`config.mk`:
```
export PLATFORM = sky130hd
export DESIGN_NAME = dac_control_registers
export DESIGN_NICKNAME = d
export VERILOG_FILES = /design/src/rtl/dac_control_pkg.sv /design/src/rtl/dac_control_registers.sv
export SDC_FILE = /design/constraint.sdc
export NUM_CORES = 1
export LEC_CHECK = 0
export BUFFER_PORTS_ARGS = -buffer_cell sky130_fd_sc_hd__clkbuf_2
export CAP_MARGIN = 20
export CORE_MARGIN = 2
export CORE_UTILIZATION = 31
export CTS_CLUSTER_SIZE = 30
export DETAILED_ROUTE_END_ITERATION = 12
export GPL_ROUTABILITY_DRIVEN = 0
export SKIP_LAST_GASP = 1
export SYNTH_ARGS = -nofsm -noshare
export SYNTH_HDL_FRONTEND = slang
export SYNTH_SLANG_ARGS = --single-unit
```
`constraint.sdc`:
```
create_clock -name sys_clk -period 1.47 [get_ports sys_clk]
set_input_delay 0.147 -clock sys_clk [delete_from_list [all_inputs] [get_ports sys_clk]]
set_output_delay 0.147 -clock sys_clk [all_outputs]
set_load 0.01 [all_outputs]
```
`src/rtl/dac_control_pkg.sv`:
```
package dac_control_pkg;
    // Register indices; the byte address on the bus is four times the index.
    localparam logic [1:0] IDX_CONVERTER_CONTROL = 2'h0;
    localparam logic [1:0] IDX_CONVERTER_VALUE = 2'h1;
    localparam logic [1:0] IDX_CONVERTER_STATUS = 2'h2;
    // Field positions in the control and status registers.
    localparam int BIT_ENABLE = 0;
    localparam int BIT_OUTPUT_BUFFER_ON = 6;
    localparam int BIT_KEEP_RUNNING_IN_STANDBY = 7;
    localparam int BIT_BUSY = 0;
    // Values after reset.
    localparam logic [7:0] CONTROL_RESET = 8'h00;
    localparam logic [7:0] VALUE_RESET = 8'h00;
    // Clock rate and the highest conversion rate the converter takes.
    localparam int CLK_HZ = 10_000_000;
    localparam int MAX_SAMPLES_PER_S = 350_000;
    // Shortest conversion period, rounded down so no rate within the limit is refused.
    localparam int CONV_CYCLES_RAW = CLK_HZ / MAX_SAMPLES_PER_S;
    localparam int CONV_CYCLES = (CONV_CYCLES_RAW < 1) ? 1 : CONV_CYCLES_RAW;
    localparam logic [7:0] CONV_CYCLES_W = CONV_CYCLES[7:0];

    // Bus handshake states, one-hot.
    typedef enum logic [1:0] {
        BUS_IDLE = 2'b01,
        BUS_ANSWER = 2'b10
    } bus_state_t;
endpackage

```
`src/rtl/dac_control_registers.sv`:
```
// Chosen here: register access over Avalon-MM.
`timescale 1ns/1ns
// Behaviour
// - Control bit 0 set switches the converter on; cleared keeps it off.
// - Control bit 6 set, with bit 0 also set, turns the output buffer on and drives the pin.
// - Bit 7 keeps converter and buffer running in standby; else they stop.
// - An 8-bit read/write value register holds the code to convert.
// - A value register write or a rising enable bit starts a conversion, only while enabled and awake.
// - New codes are accepted and applied at up to 350k conversions per second.
module dac_control_registers
    import dac_control_pkg::*;
(
    input wire logic sys_clk,
    input wire logic rst_n,
    input wire logic [3:0] avs_address,
    input wire logic avs_read,
    input wire logic avs_write,
    input wire logic [31:0] avs_writedata,
    input wire logic [3:0] avs_byteenable,
    output logic [31:0] avs_readdata,
    output logic avs_waitrequest,
    input wire logic standby_sleep,
    output logic converter_on,
    output logic output_buffer_on,
    output logic [7:0] converter_code,
    output logic conversion_start
);

    bus_state_t bus_state_q, bus_state_d;
    logic [7:0] control_q, control_d;
    logic [7:0] value_q, value_d;
    logic [7:0] busy_cnt_q, busy_cnt_d;
    logic [31:0] readdata_d;
    logic wait_d;
    logic conv_on_d;
    logic buf_on_d;
    logic start_d;

    // Word index match, shared by every register decode and by the checks below.
    function automatic logic index_is(input logic [1:0] idx, input logic [1:0] want);
        return idx == want;
    endfunction

    // Address decode: registers sit on aligned words, low address bits ignored.
    // Index three is left unmapped so that it reads zero and swallows writes.
    wire logic request = avs_read | avs_write;
    wire logic [1:0] reg_index = avs_address[3:2];
    wire logic hit_control = index_is(reg_index, IDX_CONVERTER_CONTROL);
    wire logic hit_value = index_is(reg_index, IDX_CONVERTER_VALUE);
    wire logic hit_status = index_is(reg_index, IDX_CONVERTER_STATUS);
    // A write takes effect only at the edge where waitrequest is seen low.
    wire logic commit = (bus_state_q == BUS_ANSWER) & avs_write & avs_byteenable[0];
    wire logic write_control = commit & hit_control;
    wire logic write_value = commit & hit_value;
    wire logic [7:0] wbyte = avs_writedata[7:0];
    // Only the three documented control bits are writable; the rest stay zero.
    wire logic [7:0] control_mask = 8'hc1;
    wire logic busy = busy_cnt_q != 8'h00;

    // Standby gating: the converter runs only if not asleep or told to keep running.
    // The incoming control byte is used so an enable written in standby together with bit 7 starts at once.
    wire logic awake_ok = ~standby_sleep | control_d[BIT_KEEP_RUNNING_IN_STANDBY];
    wire logic enable_now = control_d[BIT_ENABLE];
    wire logic enable_rise = enable_now & ~control_q[BIT_ENABLE];

    // Handshake: one cycle of wait, then one cycle with waitrequest low.
    always_comb begin
        bus_state_d = bus_state_q;
        case (bus_state_q)
            BUS_IDLE: begin
                if (request) begin
                    bus_state_d = BUS_ANSWER;
                end
            end
            BUS_ANSWER: bus_state_d = BUS_IDLE;
            default: bus_state_d = BUS_IDLE;
        endcase
    end

    assign wait_d = bus_state_d != BUS_ANSWER;

    // Read data is captured as the answer is prepared; unmapped words read zero.
    always_comb begin
        readdata_d = 32'h0000_0000;
        if (bus_state_q == BUS_IDLE && avs_read) begin
            if (hit_control) begin
                readdata_d = {24'h00_0000, control_q};
            end else if (hit_value) begin
                readdata_d = {24'h00_0000, value_q};
            end else if (hit_status) begin
                readdata_d = {31'h0000_0000, busy};
            end
        end
    end

    // Register writes; the value is stored whatever the enable state.
    assign control_d = write_control ? (wbyte & control_mask) : control_q;
    assign value_d = write_value ? wbyte : value_q;

    // A value write or a fresh enable launches a conversion of the stored code.
    assign start_d = (write_value | enable_rise) & enable_now & awake_ok;

    // Pacing counter shows one conversion period; a new code is never refused,
    // so software alone keeps to the rate limit and the status bit helps it.
    assign busy_cnt_d = start_d ? CONV_CYCLES_W : (busy ? busy_cnt_q - 8'h01 : 8'h00);

    // Analogue side controls.
    assign conv_on_d = control_d[BIT_ENABLE] & awake_ok;
    assign buf_on_d = control_d[BIT_ENABLE] & control_d[BIT_OUTPUT_BUFFER_ON] & awake_ok;

    // Bus side flops.
    always_ff @(posedge sys_clk) begin
        if (!rst_n) begin
            bus_state_q <= BUS_IDLE;
            avs_waitrequest <= 1'b1;
            avs_readdata <= 32'h0000_0000;
        end else begin
            bus_state_q <= bus_state_d;
            avs_waitrequest <= wait_d;
            avs_readdata <= readdata_d;
        end
    end

    // Register and converter flops.
    always_ff @(posedge sys_clk) begin
        if (!rst_n) begin
            control_q <= CONTROL_RESET;
            value_q <= VALUE_RESET;
            busy_cnt_q <= 8'h00;
        end else begin
            control_q <= control_d;
            value_q <= value_d;
            busy_cnt_q <= busy_cnt_d;
        end
    end

    // Outputs to the converter, each straight from a flop.
    always_ff @(posedge sys_clk) begin
        if (!rst_n) begin
            converter_on <= 1'b0;
            output_buffer_on <= 1'b0;
            converter_code <= VALUE_RESET;
            conversion_start <= 1'b0;
        end else begin
            converter_on <= conv_on_d;
            output_buffer_on <= buf_on_d;
            converter_code <= value_d;
            conversion_start <= start_d;
        end
    end

    // Independent tally of cycles since the last start. It saturates so that a long
    // idle stretch never wraps round into a false pacing window.
    logic [7:0] since_start_q;
    always_ff @(posedge sys_clk) begin
        if (!rst_n) begin
            since_start_q <= 8'hff;
        end else if (conversion_start) begin
            since_start_q <= 8'h01;
        end else if (since_start_q != 8'hff) begin
            since_start_q <= since_start_q + 8'h01;
        end
    end
endmodule

```
==> results_dict.tcl, run 1 <==
set metrics [dict create \
    period_needed_ns 1.46 \
    drt-pass1-iter-count 4 \
    synth_edf_count 0 \
    synth_compound_area_frac 0.0803 \
    ir_worst_vdd_uv 676 \
    cts_buffers 5 \
    cp_data_required_time_ns 1.67 \
    timing.rr.end "busy_cnt_q[4]" \
    wire_per_inst_um 10.3 \
    slew_violations 0 \
    crit_path_end_kind "flip-flop" \
    detail-route-antenna-nets 0 \
    drt-vias-per-instance 4.23 \
    overflow 0 \
    synthArstFlopShare 0 \
    synth_fa_ha_area_frac 0.0173 \
    cp-start-kind "flip-flop" \
    synth-seq-cells 33 \
    placementRows 24 \
    seq_area_frac_synth 0.456 \
    antenna_found_initial 0 \
    synth_xor_xnor_area_share 0.0363 \
    place_hpwl_um 2100 \
    hold_class "in2reg" \
    cts_hold_buffers 0 \
    crit_fanout 6 \
    power_switching_mw 0.697 \
    syn2layout_area_growth_pct 27.5 \
    initial_core_util 0.328 \
    final_core_util 0.418 \
    power_leakage_nw 0.926 \
    power_mw 2.36 \
    synth_top_family_by_area "simple AND/OR/NAND/NOR gates" \
    outcome "complete, no violations" \
    path_class "reg2reg" \
    finalSetupTns_ns 0 \
    synthCells 156 \
    drc 0 \
    min_path_cells 2 \
    fin_nets 257 \
    die_area_mm2 0.00524 \
    postSynthAreaPerCell_um2 9.29 \
    r2r-start "bus_state_q[1]" \
    grtUsageTotal 0.108 \
    setup_viol 0 \
    synth_cell_type_count 30 \
    p_seq_frac 0.457 \
    portBuffers 35 \
    core_mm2 0.00441 \
    yosys.area_share.simple 0.170 \
    clkSinkCount 33 \
    fillCellCount 445 \
    first_global_vias 982 \
    swShare 0.295 \
    synth_warnings 0 \
    antenna_cells 0 \
    grt_pass1_wl_um 4280 \
    whs_ns 0.0774 \
    combPwrFrac 0.262 \
    clk_pin_slew_ns 0.06 \
    cap_violations 0 \
    dp.cells 253 \
    drtIter0Drc 48 \
    cts_buffer_depth 2 \
    finClkSkew_ns 0.00267 \
    hold_viol 0 \
    die_w_um 72.4 \
    drive_gt1_frac 0.305 \
    r2r_slack_ns 0.01 \
    fp.dieH_um 72.4 \
    root_buffer "clkbuf_8" \
    fmax_mhz 687 \
    wirelength_um 2700 \
    rsz0062_at_grt "yes" \
    hp-start "avs_read" \
    clkPwrFrac 0.281 \
    final_cells 262 \
    reg2regPathDepth 5 \
    syn_area_mm2 0.00145 \
    arrival_ns 1.66 \
    holdPathEnd "avs_waitrequest" \
    cts_tree "built" \
    cellInternalPower_mw 1.67 \
    num_vias 1109 \
    ios 89 \
    synth_ff_type "dfxtp_1" \
    htreeDepth 2 \
    clk_latency_ns 0.27 \
    power_density_mw_per_mm2 1280 \
    fin_crit_sh 0.991 \
    synthMuxAreaShare 0.0760 \
    grt_max_degree 10 \
]
==> through the flow <==
step | setup slack (ns) | cell area, µm²
after floorplan | 0.0948 | 1540
final | 0.0135 | 1850
after global routing | -0.0646 | 1850
after global placement | -0.0357 | 1690
after detailed placement | -0.0429 | 1690
after CTS | 0.000716 | 1820
==> logic make-up (layout without fill, tap and decap cells) <==
kind of cell | after synthesis | count (layout)
and+or+nand+nor | 50 | 50
muxes | 11 | 11
adders and majority gates | 2 | 2
xor gates and xnor gates | 6 | 6
buffers and inverters | 36 | 67
AOI/OAI and AO/OA | 17 | 17
other | 1 | 24
DFF | 33 | 33
==> final cells by class <==
class,count,area (µm²),share of cell area
Multi-Input combinational cell,110,684,0.371
Timing Repair Buffer,51,315,0.171
Sequential cell,33,662,0.358
Clock buffer,7,86.3,0.0467
Tap cell,52,65.1,0.0352
Inverter,9,33.8,0.0183
==> power groups by stage <==
stage | clock, mW | combinational, mW | sequential (mW)
floorplan | 0 | 0.488 | 1.09
global route | 0.729 | 0.701 | 1.10
CTS | 0.693 | 0.619 | 1.08
finish | 0.664 | 0.621 | 1.08
detailed placement | 0 | 0.600 | 1.10
global placement | 0 | 0.589 | 1.10
==> synth_stat cells (2+ instances only) <==
| cell type | n | area (µm²) |
|---|---|---|
| a21oi_1 | 5 | 25.0 |
| a31oi_1 | 2 | 12.5 |
| and2_1 | 6 | 37.5 |
| buf_4 | 24 | 180 |
| dfxtp_1 | 33 | 661 |
| ha_1 | 2 | 25.0 |
| inv_1 | 9 | 33.8 |
| mux2i_1 | 11 | 110 |
| nand2_1 | 9 | 33.8 |
| nand3_1 | 4 | 20.0 |
| nor2_1 | 19 | 71.3 |
| nor3_1 | 4 | 20.0 |
| nor4_1 | 2 | 12.5 |
| o21ai_0 | 6 | 30.0 |
| xnor2_1 | 4 | 35.0 |
| xor2_1 | 2 | 17.5 |
==> metal layers <==
| metal | track usage | up-vias | share of wire |
|---|---|---|---|
| li1 | - | 573 | - |
| met1 | 0.123 | 496 | 0.45 |
| met2 | 0.172 | 36 | 0.46 |
| met3 | 0.0444 | 4 | 0.073 |
| met4 | 0.0566 | 0 | 0.015 |
| met5 | 0 | - | 0 |
==> worst max-delay path, stage by stage, from the launching register on <==
cell and delay (ns):
dfxtp_1 0.32, nor4bb_4 0.15, buf_6 0.13, a221o_1 0.34, a211o_1 0.36, o21ai_0 0.08
==> sequential cells by signal, indices dropped and copies added (netlist names) <==
signal / cells
converter_code: 8
busy_cnt_q: 8
converter_on: 1
output_buffer_on: 1
control_q: 3
conversion_start: 1
avs_readdata: 8
avs_waitrequest: 1
bus_state_q: 2
==> worst max-delay path by stage <==
stage / slack (ns) / end / cells after the start / start
global route: -0.06 / busy_cnt_q[2] / 5 / bus_state_q[1]
CTS: 0.0007 / busy_cnt_q[3] / 5 / bus_state_q[1]
detailed placement: -0.04 / busy_cnt_q[6] / 6 / bus_state_q[0]
finish: 0.01 / busy_cnt_q[4] / 5 / bus_state_q[1]
global placement: -0.04 / busy_cnt_q[7] / 6 / bus_state_q[0]
floorplan: 0.09 / busy_cnt_q[2] / 5 / bus_state_q[1]
==> what timing repair did <==
action / in CTS / in global routing
buffers inserted: 1 / 2
gates resized for setup: 4 / 7
setup endpoints to repair: 9 / 15
pin swaps: 2 / 3
==> cell usage in the layout, fill, tap and decap left out, types with 4 or more instances in the layout <==
cell type  count
mux2i_1       10
nor2_1        19
dfxtp_1       32
a21oi_1        4
nor3_1         4
nand3_1        4
clkbuf_8       6
buf_4         13
conb_1        24
xnor2_1        4
nand2_1        9
and2_1         6
inv_1          9
o21ai_0        4
clkbuf_2      35
No activity file was read; power rests on OpenSTA's default activity.
==> inputs of run 2 (changes only) <==
CORE_UTILIZATION = 42   (was 31)
PLACE_DENSITY = 0.79   (was unset)
clock period = 1.5 ns   (was 1.47 ns; I/O delays follow)
==> run 2 against run 1 <==
Final area fell by 3.5%; critical path depth unchanged; setup slack worse by 0.0063 ns; register-to-register slack hardly changed; first-iteration DRC count rose by 6.3%; largest cell class unchanged.
==> results_dict.tcl, run 2 (synthesis results as in run 1) <==
set metrics [dict create \
    die_w_um 62.7 \
    crit_end "busy_cnt_q[2]" \
    ios 89 \
    core_mm2 0.00334 \
    initial_core_util 0.434 \
    arrival_ns 1.75 \
    fin_crit_sh 0.995 \
    r2r-start "bus_state_q[0]" \
    grt_pass1_wl_um 4110 \
    finClkSkew_ns 0.00762 \
    drive_gt1_frac 0.302 \
    finalInstanceArea_mm2 0.00178 \
    drc 0 \
    fmax_mhz 670 \
    final_cell_mix "35 x clkbuf_2, 31 x dfxtp_1, 24 x conb_1" \
    setup_viol 0 \
    root_buffer "clkbuf_4" \
    grt_max_degree 11 \
    whs_ns 0.0434 \
    first_global_vias 968 \
    cts_buffer_depth 2 \
    final_core_util 0.534 \
    postLayoutSetupSlackWorst_ns 0.00726 \
    power_leakage_nw 0.878 \
    rsz0062_at_grt "yes" \
    cts_hold_buffers 0 \
    syn2layout_area_growth_pct 23.0 \
    outcome "complete, no violations" \
    ir_worst_vdd_uv 460 \
    power_density_mw_per_mm2 1290 \
    htreeDepth 2 \
    post-place-ws_ns -0.00436 \
    clk_pin_slew_ns 0.09 \
    overflow 0 \
    portBuffers 35 \
    drt-pass1-iter-count 4 \
    clk_latency_ns 0.33 \
    drtIter0Drc 51 \
    antenna_cells 0 \
    r2r_slack_ns 0.007 \
    crit_fanout 5 \
    cp_data_required_time_ns 1.76 \
    crit_path_end_kind "flip-flop" \
    drt-vias-per-instance 4.48 \
    num_vias 1124 \
    fillCellCount 321 \
    grtUsageTotal 0.136 \
    wirelength_um 2540 \
    fp.dieH_um 62.7 \
    detail-route-antenna-nets 0 \
    period_needed_ns 1.49 \
    wire_per_inst_um 10.1 \
    startpoint "bus_state_q[0]" \
    cp-start-kind "flip-flop" \
    final_common_cell "clkbuf_2" \
    placementRows 21 \
    antenna_found_initial 0 \
    hold_class "in2reg" \
    cts_buffers 5 \
    path_class "reg2reg" \
    cap_violations 0 \
    top_regs "avs_readdata x8, busy_cnt_q x8, converter_code x8" \
    cts_tree "built" \
    timing.rr.end "busy_cnt_q[2]" \
    die_area_mm2 0.00394 \
    slew_violations 0 \
    place_hpwl_um 1980 \
    hold_viol 0 \
    reg2regPathDepth 5 \
    clkSinkCount 33 \
    fin_nets 251 \
    postPlaceCellArea_mm2 0.00164 \
]
run 2: worst max-delay path: stages, from the launching register on:
cell,delay [ns]
dfxtp_2,0.35
nor4bb_4,0.28
buf_4,0.20
o2111ai_4,0.15
a211o_1,0.34
o21ai_1,0.10
run 2: power by group:
part           internal [mW]  total (mW)  switching, mW
Combinational          0.262       0.563          0.301
Sequential             0.979        1.06         0.0855
Clock                  0.398       0.675          0.277
Total                   1.64        2.30          0.664
run 2: worst min path at each step:
| stage | endpoint | from | cells past startpoint |
|---|---|---|---|
| 2_1_floorplan | avs_readdata[6] | avs_address[3] | 1 |
| 3_3_place_gp | avs_waitrequest | avs_read | 2 |
| 3_5_place_dp | avs_waitrequest | avs_write | 2 |
| 4_1_cts | avs_waitrequest | avs_read | 2 |
| 5_1_grt | avs_waitrequest | avs_read | 2 |
| 6_report | avs_waitrequest | avs_write | 2 |
run 2: through the flow:
| step | std cells | TNS [ns] | power (mW) |
|---|---|---|---|
| global placement | 242 | 0 | 1.60 |
| global route | 251 | -0.219 | 2.47 |
| finish | 251 | 0 | 2.30 |
| CTS | 251 | 0 | 2.29 |
| floorplan | 179 | 0 | 1.54 |
| detailed placement | 242 | -0.00436 | 1.61 |
run 2: final cells by class:
class / count / area [µm²] / area share
multi-input cells: 110 / 688 / 0.386
flip-flops and latches: 33 / 663 / 0.372
repair buffers: 45 / 254 / 0.143
well taps: 46 / 57.6 / 0.0323
clock buffers: 7 / 55.1 / 0.0309
inverters: 9 / 33.8 / 0.0190
clock inverters: 1 / 30.0 / 0.0169
run 2: per-layer routing:
layer  vias up  GRT usage  share of wire
met3         4     0.0523          0.068
met4         0     0.0667          0.015
met1       513      0.155           0.42
met5         -          0              0
li1        563          -              -
met2        44      0.222           0.49
run 2: repair_timing:
action | 4_1_cts | 5_1_grt
buffers inserted | 1 | 2
pin swaps | 1 | 3
setup endpoints to repair | 3 | 15
gates resized for setup | 1 | 10
